===== src/core/bridge_pkg.sv =====
// shared constants and types for the serial-link register bridge
package bridge_pkg;

  // -------------------------------------------------------------
  // clock and timing
  // -------------------------------------------------------------
  localparam int unsigned CLK_HZ = 200_000_000;
  localparam int unsigned BAUD_RATE = 4800;
  localparam int unsigned BIT_CYCLES = CLK_HZ / BAUD_RATE;
  localparam int unsigned CTRL_CLK_HZ = 4_000_000;
  localparam int unsigned CTRL_TICK_CYCLES = CLK_HZ / CTRL_CLK_HZ;
  localparam int unsigned CNT_W = 20;
  localparam int unsigned TICK_W = 6;

  // -------------------------------------------------------------
  // character framing and word layout
  // -------------------------------------------------------------
  localparam int unsigned DATA_BITS = 8;
  localparam int unsigned FRAME_BITS = 10;
  localparam int unsigned CMD_BITS = 8;
  localparam int unsigned WORD_BITS = 24;
  localparam int unsigned WORD_BYTES = 3;
  localparam logic [5:0] WRITE_SHIFT_BITS = 6'h20;
  localparam logic [5:0] READ_CMD_BITS = 6'h08;
  localparam logic [5:0] READ_DATA_BITS = 6'h18;
  localparam logic [1:0] LAST_BYTE = 2'h2;
  localparam logic [23:0] WORD_RESET = 24'h00_0000;

  // -------------------------------------------------------------
  // command codes
  // -------------------------------------------------------------
  localparam logic [7:0] READ_CONV = 8'h50;
  localparam logic [7:0] READ_CONFIG = 8'h51;
  localparam logic [7:0] READ_GAIN = 8'h52;
  localparam logic [7:0] READ_DAC = 8'h53;
  localparam logic [7:0] READ_IN_RATIO_OFS = 8'h54;
  localparam logic [7:0] READ_IN_ABS_OFS = 8'h55;
  localparam logic [7:0] READ_REF_ABS_OFS = 8'h56;
  localparam logic [7:0] WRITE_CONFIG = 8'hD1;
  localparam logic [7:0] WRITE_GAIN = 8'hD2;
  localparam logic [7:0] WRITE_DAC = 8'hD3;
  localparam logic [7:0] WRITE_IN_RATIO_OFS = 8'hD4;
  localparam logic [7:0] WRITE_IN_ABS_OFS = 8'hD5;
  localparam logic [7:0] WRITE_REF_ABS_OFS = 8'hD6;

  // -------------------------------------------------------------
  // carriers
  // -------------------------------------------------------------
  typedef struct packed {
    logic shift_clock;
    logic serial_in_line;
    logic select_low;
  } port_pins_t;

  localparam port_pins_t PINS_IDLE = '{shift_clock: 1'b0, serial_in_line: 1'b0,
                                       select_low: 1'b1};

  typedef struct packed {
    logic valid;
    logic [7:0] data;
  } host_byte_t;

endpackage


===== src/core/host_uart.sv =====
// asynchronous character transmitter and receiver for the host link
`timescale 1ns/1ps
module host_uart #(
  parameter int unsigned BIT_CYCLES = bridge_pkg::BIT_CYCLES
) (
  input wire logic clk_in,
  input wire logic reset_in,
  input wire logic line_rx_in,
  output logic line_tx_out,
  output bridge_pkg::host_byte_t rx_byte_out,
  input wire logic tx_valid_in,
  input wire logic [7:0] tx_data_in,
  output logic tx_ready_out
);

  localparam logic [19:0] BIT_LAST = 20'(BIT_CYCLES - 1);
  localparam logic [19:0] HALF_BIT = 20'(BIT_CYCLES / 2);

  // -------------------------------------------------------------
  // receive pin synchroniser
  // -------------------------------------------------------------
  logic rx_meta;
  logic rx_sync;

  always_ff @(posedge clk_in) begin
    if (reset_in) begin
      rx_meta <= 1'b1;
      rx_sync <= 1'b1;
    end else begin
      rx_meta <= line_rx_in;
      rx_sync <= rx_meta;
    end
  end

  // -------------------------------------------------------------
  // receiver: start, eight data bits lsb first, one stop bit
  // -------------------------------------------------------------
  logic rx_busy;
  logic [19:0] rx_cnt;
  logic [3:0] rx_bit;
  logic [7:0] rx_shift;

  always_ff @(posedge clk_in) begin
    if (reset_in) begin
      rx_busy <= 1'b0;
      rx_cnt <= 20'h0_0000;
      rx_bit <= 4'h0;
      rx_shift <= 8'h00;
      rx_byte_out <= '0;
    end else begin
      rx_byte_out.valid <= 1'b0;
      if (!rx_busy) begin
        // first sample lands mid-bit, so count half a bit from the start edge
        if (!rx_sync) begin
          rx_busy <= 1'b1;
          rx_cnt <= HALF_BIT;
          rx_bit <= 4'h0;
        end
      end else if (rx_cnt != BIT_LAST) begin
        rx_cnt <= rx_cnt + 20'h0_0001;
      end else begin
        rx_cnt <= 20'h0_0000;
        rx_bit <= rx_bit + 4'h1;
        if (rx_bit == 4'h0) begin
          rx_busy <= !rx_sync; // glitch shorter than half a bit is dropped
        end else if (rx_bit < 4'h9) begin
          rx_shift <= {rx_sync, rx_shift[7:1]}; // lsb arrives first
        end else begin
          rx_busy <= 1'b0;
          rx_byte_out.valid <= rx_sync; // bad stop bit discards the character
          rx_byte_out.data <= rx_shift;
        end
      end
    end
  end

  // -------------------------------------------------------------
  // transmitter: same framing, idle line high
  // -------------------------------------------------------------
  logic [9:0] tx_frame;
  logic [3:0] tx_left;
  logic [19:0] tx_cnt;

  assign tx_ready_out = (tx_left == 4'h0);
  assign line_tx_out = tx_frame[0];

  always_ff @(posedge clk_in) begin
    if (reset_in) begin
      tx_frame <= 10'h3FF;
      tx_left <= 4'h0;
      tx_cnt <= 20'h0_0000;
    end else if (tx_left == 4'h0) begin
      if (tx_valid_in) begin
        tx_frame <= {1'b1, tx_data_in, 1'b0}; // stop, data, start
        tx_left <= 4'(bridge_pkg::FRAME_BITS);
        tx_cnt <= 20'h0_0000;
      end
    end else if (tx_cnt != BIT_LAST) begin
      tx_cnt <= tx_cnt + 20'h0_0001;
    end else begin
      tx_cnt <= 20'h0_0000;
      tx_frame <= {1'b1, tx_frame[9:1]};
      tx_left <= tx_left - 4'h1;
    end
  end

endmodule // host_uart


===== src/core/rs232_register_bridge.sv =====
// host command interpreter driving the converter's synchronous serial port
// Behaviour
// host characters use 4800 baud, eight data bits, no parity and one stop bit.
// a write is one command byte followed by exactly three data bytes forming 24 bits.
// the three bytes of a word travel lowest byte first, each byte lsb first.
// write codes D1..D6 select configuration, gain, dac and the three offset registers.
// read codes 50..56 select conversion data and the six calibration registers.
// in conversion mode the converter pulls its ready line low once per 81,920 clocks.
// the ready line goes high once data is shifted out, during load, calibration or sleep.
// the command word shifted in decides whether conversion or calibration data comes out.
// with the wire select low the converter floats its output when not sending.
// every bit read needs one shift clock pulse from this controller.
// the controller logic runs at 4 MHz derived from the converter's clock; this design divides its 4 MHz enable from the system clock.
// new conversion words arrive at 50 Hz and reading must keep up.
// converter reset clears calibration and returns its port to command mode.
// wire select low picks the four or five wire port, high the three wire port.
// a new convolution starts after the 24th shift clock falls.
// a read returns the 24-bit value as three bytes, lowest byte first.
`timescale 1ns/1ps
module rs232_register_bridge #(
  parameter int unsigned BIT_CYCLES = bridge_pkg::BIT_CYCLES
) (
  input wire logic clk_in,
  input wire logic reset_in,
  input wire logic host_rx_in,
  output logic host_tx_out,
  input wire logic result_ready_low_in,
  input wire logic serial_out_line_in,
  output bridge_pkg::port_pins_t port_pins_out,
  output logic port_wire_select_out,
  output logic converter_reset_out
);

  // -------------------------------------------------------------
  // command decoding
  // -------------------------------------------------------------
  function automatic logic is_write(input logic [7:0] code);
    is_write = (code >= bridge_pkg::WRITE_CONFIG) &&
               (code <= bridge_pkg::WRITE_REF_ABS_OFS);
  endfunction

  function automatic logic is_read(input logic [7:0] code);
    is_read = (code >= bridge_pkg::READ_CONV) &&
              (code <= bridge_pkg::READ_REF_ABS_OFS);
  endfunction

  typedef enum logic [2:0] {
    ST_IDLE = 3'b000,
    ST_COLLECT = 3'b001,
    ST_CMD_SHIFT = 3'b010,
    ST_WAIT_READY = 3'b011,
    ST_DATA_SHIFT = 3'b100,
    ST_REPLY = 3'b101
  } state_t;

  state_t state;
  bridge_pkg::host_byte_t rx_byte;
  logic tx_ready;
  logic tx_valid;
  logic [7:0] cmd;
  logic [23:0] word;
  logic [23:0] next_word;
  logic [31:0] shreg;
  logic [5:0] bits_left;
  logic phase;
  logic [1:0] byte_idx;
  logic [5:0] tick_cnt;
  logic tick;
  logic serial_out_meta;
  logic serial_out_sync;
  logic rdy_meta;
  logic rdy_sync;

  // -------------------------------------------------------------
  // host link
  // -------------------------------------------------------------
  host_uart #(
    .BIT_CYCLES(BIT_CYCLES)
  ) link (
    .clk_in(clk_in),
    .reset_in(reset_in),
    .line_rx_in(host_rx_in),
    .line_tx_out(host_tx_out),
    .rx_byte_out(rx_byte),
    .tx_valid_in(tx_valid),
    .tx_data_in(word[7:0]),
    .tx_ready_out(tx_ready)
  );

  // reply bytes are offered straight from the word register
  assign tx_valid = (state == ST_REPLY);

  // incoming byte fills the top, so the first byte ends up lowest
  assign next_word = {rx_byte.data, word[23:8]};

  // -------------------------------------------------------------
  // 4 MHz controller enable from the system clock
  // -------------------------------------------------------------
  // one enable instead of a second clock keeps the design in one domain
  always_ff @(posedge clk_in) begin
    if (reset_in) begin
      tick_cnt <= 6'h00;
      tick <= 1'b0;
    end else begin
      tick <= (tick_cnt == 6'(bridge_pkg::CTRL_TICK_CYCLES - 1));
      if (tick_cnt == 6'(bridge_pkg::CTRL_TICK_CYCLES - 1)) begin
        tick_cnt <= 6'h00;
      end else begin
        tick_cnt <= tick_cnt + 6'h01;
      end
    end
  end

  // -------------------------------------------------------------
  // converter pin synchronisers
  // -------------------------------------------------------------
  always_ff @(posedge clk_in) begin
    if (reset_in) begin
      serial_out_meta <= 1'b0;
      serial_out_sync <= 1'b0;
      rdy_meta <= 1'b1;
      rdy_sync <= 1'b1;
    end else begin
      serial_out_meta <= serial_out_line_in;
      serial_out_sync <= serial_out_meta;
      rdy_meta <= result_ready_low_in;
      rdy_sync <= rdy_meta;
    end
  end

  // -------------------------------------------------------------
  // converter reset and port style
  // -------------------------------------------------------------
  // converter is held in reset with us, so its port starts in command mode
  always_ff @(posedge clk_in) begin
    if (reset_in) begin
      converter_reset_out <= 1'b1;
      port_wire_select_out <= 1'b0; // four-wire port with chip select
    end else begin
      converter_reset_out <= 1'b0;
      port_wire_select_out <= 1'b0;
    end
  end

  // -------------------------------------------------------------
  // command sequencer and serial port shifter
  // -------------------------------------------------------------
  // bytes arriving while a command is still running are dropped
  always_ff @(posedge clk_in) begin
    if (reset_in) begin
      state <= ST_IDLE;
      cmd <= 8'h00;
      word <= bridge_pkg::WORD_RESET;
      shreg <= 32'h0000_0000;
      bits_left <= 6'h00;
      phase <= 1'b0;
      byte_idx <= 2'h0;
      port_pins_out <= bridge_pkg::PINS_IDLE;
    end else begin
      case (state)
        ST_IDLE: begin
          byte_idx <= 2'h0;
          if (rx_byte.valid) begin
            cmd <= rx_byte.data;
            if (is_write(rx_byte.data)) begin
              state <= ST_COLLECT; // three data bytes must follow
            end else if (is_read(rx_byte.data)) begin
              shreg <= {rx_byte.data, bridge_pkg::WORD_RESET};
              bits_left <= bridge_pkg::READ_CMD_BITS;
              phase <= 1'b0;
              port_pins_out.select_low <= 1'b0;
              state <= ST_CMD_SHIFT;
            end
          end
        end
        ST_COLLECT: begin
          if (rx_byte.valid) begin
            word <= next_word;
            byte_idx <= byte_idx + 2'h1;
            if (byte_idx == bridge_pkg::LAST_BYTE) begin
              shreg <= {cmd, next_word};
              bits_left <= bridge_pkg::WRITE_SHIFT_BITS;
              phase <= 1'b0;
              port_pins_out.select_low <= 1'b0;
              state <= ST_CMD_SHIFT;
            end
          end
        end
        ST_CMD_SHIFT, ST_DATA_SHIFT: begin
          if (tick) begin
            if (!phase) begin
              port_pins_out.shift_clock <= 1'b0; // falling edge, converter moves data
              if (bits_left == 6'h00) begin
                port_pins_out.serial_in_line <= 1'b0;
                if (state == ST_DATA_SHIFT || is_write(cmd)) begin
                  // releasing select lets the converter float its output
                  port_pins_out.select_low <= 1'b1;
                  byte_idx <= 2'h0;
                  state <= (state == ST_DATA_SHIFT) ? ST_REPLY : ST_IDLE;
                end else if (cmd == bridge_pkg::READ_CONV) begin
                  state <= ST_WAIT_READY;
                end else begin
                  bits_left <= bridge_pkg::READ_DATA_BITS; // calibration value
                  state <= ST_DATA_SHIFT;
                end
              end else begin
                port_pins_out.serial_in_line <= (state == ST_CMD_SHIFT) & shreg[31];
                phase <= 1'b1;
              end
            end else begin
              port_pins_out.shift_clock <= 1'b1; // one pulse per bit
              shreg <= {shreg[30:0], 1'b0};
              if (state == ST_DATA_SHIFT) begin
                word <= {word[22:0], serial_out_sync}; // msb of the result comes first
              end
              bits_left <= bits_left - 6'h01;
              phase <= 1'b0;
            end
          end
        end
        ST_WAIT_READY: begin
          // ready low marks a fresh result; high means shifting or busy
          if (!rdy_sync) begin
            bits_left <= bridge_pkg::READ_DATA_BITS; // 24 bits well inside 20 ms
            phase <= 1'b0;
            state <= ST_DATA_SHIFT;
          end
        end
        ST_REPLY: begin
          if (tx_ready) begin
            word <= {8'h00, word[23:8]}; // lowest byte goes out first
            byte_idx <= byte_idx + 2'h1;
            if (byte_idx == bridge_pkg::LAST_BYTE) begin
              state <= ST_IDLE;
            end
          end
        end
        default: begin
          state <= ST_IDLE;
        end
      endcase
    end
  end

endmodule // rs232_register_bridge


===== config.mk =====
export PLATFORM = sky130hd
export DESIGN_NAME = rs232_register_bridge
export DESIGN_NICKNAME = d
export VERILOG_FILES = /design/src/core/bridge_pkg.sv /design/src/core/host_uart.sv /design/src/core/rs232_register_bridge.sv
export SDC_FILE = /design/constraint.sdc
export NUM_CORES = 1
export LEC_CHECK = 0
export BUFFER_PORTS_ARGS = -buffer_cell sky130_fd_sc_hd__buf_2
export CAP_MARGIN = 20
export CORE_ASPECT_RATIO = 0.7
export CORE_MARGIN = 4
export CORE_UTILIZATION = 55
export CTS_CLUSTER_SIZE = 30
export DETAILED_ROUTE_END_ITERATION = 8
export GPL_TIMING_DRIVEN = 1
export PLACE_DENSITY = 0.82
export SYNTH_ARGS = -nofsm -noshare
export SYNTH_HDL_FRONTEND = slang
export SYNTH_SLANG_ARGS = --single-unit

===== constraint.sdc =====
create_clock -name clk_in -period 2.2 [get_ports clk_in]
set_input_delay 0.44 -clock clk_in [delete_from_list [all_inputs] [get_ports clk_in]]
set_output_delay 0.44 -clock clk_in [all_outputs]
set_load 0.005 [all_outputs]

==> metrics.txt, run 1 <==
outcome finished clean; worst path arrival time roughly 2.4 ns; reg-to-reg slack, setup roughly 0.075 ns; port buffer count 9; Setup WS pre-CTS approximately 0.064 ns; Fillers about 1200; largest net degree at the start of global routing between 40 and 50; Syn Area/Cell roughly 8.4 sq um; Seq/Total Area, Yosys between 40% and 50%; Layout Cells excl Fill between 1000 and 1500; final hold violation count 0; Clock Pin Slew Worst Setup and Hold Paths 0.07 ns; dominant synthesized flop cell dfxtp_1; #FFs+latches synth about 170; TNS Setup 0 ns; initial antenna violation count 0; critical path type reg2reg; hold depth 2; Clk Latency, worst-skew pair around 0.43 ns; vias in the first global route around 6600; number of synthesized flops with an enable pin 0; root buffer selected by CTS clkbuf_16; Synth area leaders dfxtp_1 41%, nand2_1 6.6%, nor2_1 6.1%; mapped cell area approximately 0.0081 sq mm; Required @ worst endpoint about 2.5 ns; R2R depth 7; clk sinks ~170; CP delay by family, top compound AO/OA/AOI/OAI gates; Hold WC Path Type in2reg; Yosys cell types 80; Final period util about 97%; area added between synthesis and finish 13.5%; GP Congestion 0.862; VDD IR max between 0.0006 and 0.0007 V; Synth area leader dfxtp_1; Routed WL per cell around 17 um; Max Fclk roughly 0.47 GHz; # diodes 0; Setup WS post-layout approximately 0.075 ns; Ports 11; hold wc startpoint host_rx_in; via count about 7500; Worst Path Buf+Inv 2; die area roughly 0.017 sq mm; Slowest cell on crit path dfxtp_1; Syn Nets between 900 and 1000; detailed placer's ending HPWL about 13 mm; synthesized instance count slightly below 1000; storage element area between 0.003 and 0.004 sq mm; CP peak stage delay 0.47 ns; worst slew pin tran 0.625 ns; layout cells sized above 1 ~16%; multi-input logic area between 0.004 and 0.005 sq mm; worst-path maximum fanout 24; Hold Path End link.rx_meta; Layout Nets between 1000 and 1500; Setup crit end kind flip-flop; first-pass GRT wire length roughly 33 mm; RR Startpoint state[1]; vias per cell between 6 and 7; CTS H-Tree Depth 4; global route total overflow 0; crit path time final between 2 and 2.5 ns; Post-Route WL 20.1 mm; initial drt markers about 900; clk_skew approximately 0.010 ns; DRC 0; total CTS buffers 17; CP cell instances xor2_1 > nand2_1 > nor2_1 > a2111oi_4 > buf_4 > buf_8 > a311oi_2; Max-Cap Viols 0; antenna viol nets, final 0; Pwr Density 1010 mW/mm^2; relative slew slack 58.2%; site row count 36; leak pwr roughly 3.3 nW; Yosys warning total 0; CTS Buffer Depth 2; reg2reg end word[22]; initial core utilization 57.4%; final setup fails 0; CTS tree yes; hold_buf cts 0; startpoint types flip-flop; Die Y 110 um; Final Max Tran Viols 0; total global-route track usage between 20% and 30%; core region area between 0.01 and 0.015 sq mm; DR pass1 iterations 6; fraction of registers with async set/reset 0%; Die Wd between 150 and 200 um; Synth top area share around two fifths; DP Cell Count 1164
## state kept, by name, indices dropped and copies added (netlist names), 2 cells and up
| register | flops |
|---|---|
| tick_cnt | 6 |
| cmd | 8 |
| shreg | 32 |
| bits_left | 6 |
| link.tx_cnt | 20 |
| byte_idx | 2 |
| link.rx_byte_out | 9 |
| link.rx_bit | 4 |
| link.tx_frame | 9 |
| link.rx_shift | 8 |
| port_pins_out | 3 |
| link.tx_left | 4 |
| state | 3 |
| word | 24 |
| link.rx_cnt | 20 |
## cell families (layout without fill, tap and decap cells)
kind of cell | after synthesis | in the layout | synth area share, %
simple gates | 457 | 457 | 26.5
other cells | 1 | 1 | 0.0460
fa+ha+maj | 12 | 12 | 1.84
buf+inv | 80 | 118 | 4.82
flops | 168 | 168 | 41.3
compound gates | 229 | 229 | 22.6
mux | 13 | 13 | 1.64
xor+xnor | 12 | 12 | 1.29
## synth_stat cells (9+ instances only)
library cell	n
a211oi_1	11
a31oi_1	18
nand3_1	35
nor2_1	132
o21ai_0	31
nor3_1	45
dfxtp_1	168
nand2_1	144
mux2i_1	12
nand4_1	14
buf_2	14
clkbuf_1	32
ha_1	12
and3_1	20
a21oi_1	49
a221oi_1	22
a311oi_1	9
a311oi_2	25
inv_1	17
## power breakdown
part / internal, mW / switching [mW]
sequential: 3.39 / 0.304
combinational: 1.07 / 1.69
clock: 1.52 / 1.40
total: 5.99 / 3.39
## cell type report
class	count	share of cell area, %
clock buffers	17	4.60
inverters	17	0.690
flip-flops and latches	168	36.4
clock inverters	15	1.69
well taps	190	2.57
multi-input cells	724	47.7
repair buffers	69	6.38
## layer usage
layer  up-vias  global-route usage, %  wire [um]
met5         -                      0          0
met2       308                   35.2       8740
met1      3554                   34.1       9600
li1       3589                      -          -
met3        29                   4.37       1490
met4         0                   5.73        217
## worst max-delay path by stage
| stage | start | endpoint | slack [ns] | depth (start not counted) |
|---|---|---|---|---|
| finish | state[1] | word[22] | 0.08 | 7 |
| global route | state[0] | shreg[25] | -0.01 | 8 |
| CTS | link.tx_cnt[16] | link.tx_left[1] | 0.05 | 6 |
| detailed placement | link.tx_cnt[16] | link.tx_frame[2] | 0.06 | 6 |
| global placement | link.tx_cnt[16] | link.tx_frame[2] | 0.12 | 6 |
| floorplan | link.tx_left[0] | word[10] | 0.16 | 8 |
## cell usage in the layout (no fill, tap or decap), drive strengths merged, types with 12 or more instances in the layout
cell type,synthesis,routed
nand4,14,14
ha,12,12
a21oi,51,51
a221oi,23,23
buf,31,67
nor2,133,133
inv,17,27
dfxtp,168,168
a31oi,18,18
clkbuf,32,19
nor3,48,48
nand2,144,144
mux2i,13,13
and3,20,20
nand3,36,36
o21ai,37,37
a311oi,34,34
## per-stage QoR
stage               power [mW]  util (%)  hold WS (ns)  instance area (sq um)
finish                    9.38      65.2         0.192                   9250
global route              9.84      65.2         0.199                   9250
CTS                       9.23      64.6         0.185                   9160
detailed placement        6.30      60.5         0.397                   8580
global placement          6.25      60.5         0.392                   8580
floorplan                 5.63         -         0.389                   8150
## repair_timing
item	4_1_cts	5_1_grt
gates resized for setup	0	9
hold endpoints to repair	0	0
setup endpoints to repair	0	50
setup buffers	0	2
(Power assumes the default switching activity.)
==> inputs of run 2 (changes only) <==
CORE_MARGIN = 3   (was 4)
==> metrics.txt, run 2 (synthesized netlist as in run 1, its figures left out) <==
CTS H-Tree Depth 4; total CTS buffers 17; port buffer count 9; Ports 11; number of flip-flops in the largest register 32; CP peak stage delay about 0.49 ns; commonest non-fill, non-tap cell in the layout dfxtp_1; worst slew pin tran 0.610 ns; VDD IR max ~0.00061 V; final hold violation count 0; GP Congestion approximately 0.94; core region area 0.0142 sq mm; global route total overflow 0; Hold WC Path Type in2reg; vias in the first global route between 6000 and 7000; Final period util a little over nine tenths; Die Y about 110 um; TNS Setup 0 ns; antenna viol nets, final 0; DRC 0; Final Max Tran Viols 0; Max-Cap Viols 0; startpoint types flip-flop; DR pass1 iterations 5; Die Wd ~150 um; Post-Route WL 20.3 mm; die area around 0.016 sq mm; hold_buf cts 0; initial antenna violation count 0; worst path arrival time ~2.4 ns; Routed WL per cell ~17 um; Top reg by flops shreg; Slowest cell on crit path dfxtp_1; CTS tree yes; clk sinks 168; crit path time final 2.09 ns; # diodes 0; detailed placer's ending HPWL ~13 mm; area added between synthesis and finish 13.8%; CTS Buffer Depth 2; site row count 36; first-pass GRT wire length 33.1 mm; clk_skew 0.0137 ns; CP cell instances nand4_1 > nor3_2 > nand3_1 > or4_1 > a21oi_1; outcome finished clean; root buffer selected by CTS clkbuf_16; Required @ worst endpoint ~2.6 ns; critical path type reg2reg; RSZ-0062 raised after global routing no; largest net degree at the start of global routing 65; via count around 7400; worst-path maximum fanout 6; Max Fclk approximately 0.48 GHz; vias per cell between 6 and 7; initial core utilization approximately 57%; initial drt markers a little over 700; leak pwr between 3 and 4 nW; storage element area between 0.003 and 0.004 sq mm; reg-to-reg slack, setup roughly 0.11 ns; Fillers ~1200; Clk Latency, worst-skew pair approximately 0.43 ns; Setup crit end kind flip-flop; most frequent cells in the layout 166 x dfxtp_1, 144 x nand2_1, 130 x nor2_1; DP Cell Count 1168; multi-input logic area about 0.0044 sq mm; Pwr Density 1010 mW/mm^2; Clock Pin Slew Worst Setup and Hold Paths roughly 0.080 ns; layout cells sized above 1 between 10% and 20%; Layout Cells excl Fill approximately 1200; Layout Nets 1021; relative slew slack roughly three fifths; final setup fails 0; total global-route track usage 24.8%; largest registers shreg: 32 flops, word: 24 flops
## run 2: changes by cell type in the layout (fill, tap and decap cells not counted), sizes merged
cell / delta
buf: +8
clkbuf: -1
clkinv: -1
inv: -2
clkinvlp: +3
## run 2: final timing paths
| kind | from | endpoint | depth (start not counted) |
|---|---|---|---|
| worst min-delay path | host_rx_in | link.rx_meta | 2 |
| worst max register to register | link.tx_cnt[2] | link.tx_cnt[19] | 5 |
| worst max-delay path | link.tx_cnt[2] | link.tx_cnt[19] | 5 |
| worst min register to register | rdy_meta | rdy_sync | 1 |
## run 2: repair_timing
item / 4_1_cts / 5_1_grt
resized for setup: 0 / 7
endpoints found under the setup margin: 0 / 42
setup buffers: 0 / 6
endpoints found under the hold margin: 0 / 0
## run 2: worst max-delay path: cells and delay by family, from the launching register on
kind             cells  cell delay, ns
AND/OR/NAND/NOR      4            1.36
flip-flops           1            0.49
AO/OA/AOI/OAI        1            0.18
## run 2: power by group
group / total [mW] / switching, mW / internal [mW]
sequential: 3.69 / 0.302 / 3.39
combinational: 2.76 / 1.67 / 1.10
clock: 2.87 / 1.38 / 1.49
total: 9.33 / 3.35 / 5.98
## run 2: cell type report
type,instances,share of cell area (%)
Clock buffer,17,4.59
Tap cell,190,2.56
Clock inverter,15,1.46
Timing Repair Buffer,76,6.84
Sequential cell,168,36.3
Multi-Input combinational cell,724,47.6
Inverter,17,0.688
## run 2: per-layer routing
layer,global-route usage (%),wire length [um]
met1,37.0,9500
met2,36.3,8960
met3,4.08,1510
met4,8.02,292
met5,0,0
## run 2: per-stage QoR
| stage | total power [mW] | setup slack [ns] | instance area [sq um] | hold slack (ns) | util [%] |
|---|---|---|---|---|---|
| global placement | 6.22 | 0.125 | 8620 | 0.398 | 60.8 |
| CTS | 9.15 | 0.0332 | 9180 | 0.183 | 64.7 |
| detailed placement | 6.29 | 0.0488 | 8620 | 0.398 | 60.8 |
| finish | 9.33 | 0.106 | 9270 | 0.189 | 65.3 |
| floorplan | 5.63 | 0.161 | 8150 | 0.389 | - |
| global route | 9.79 | 0.00651 | 9270 | 0.191 | 65.3 |
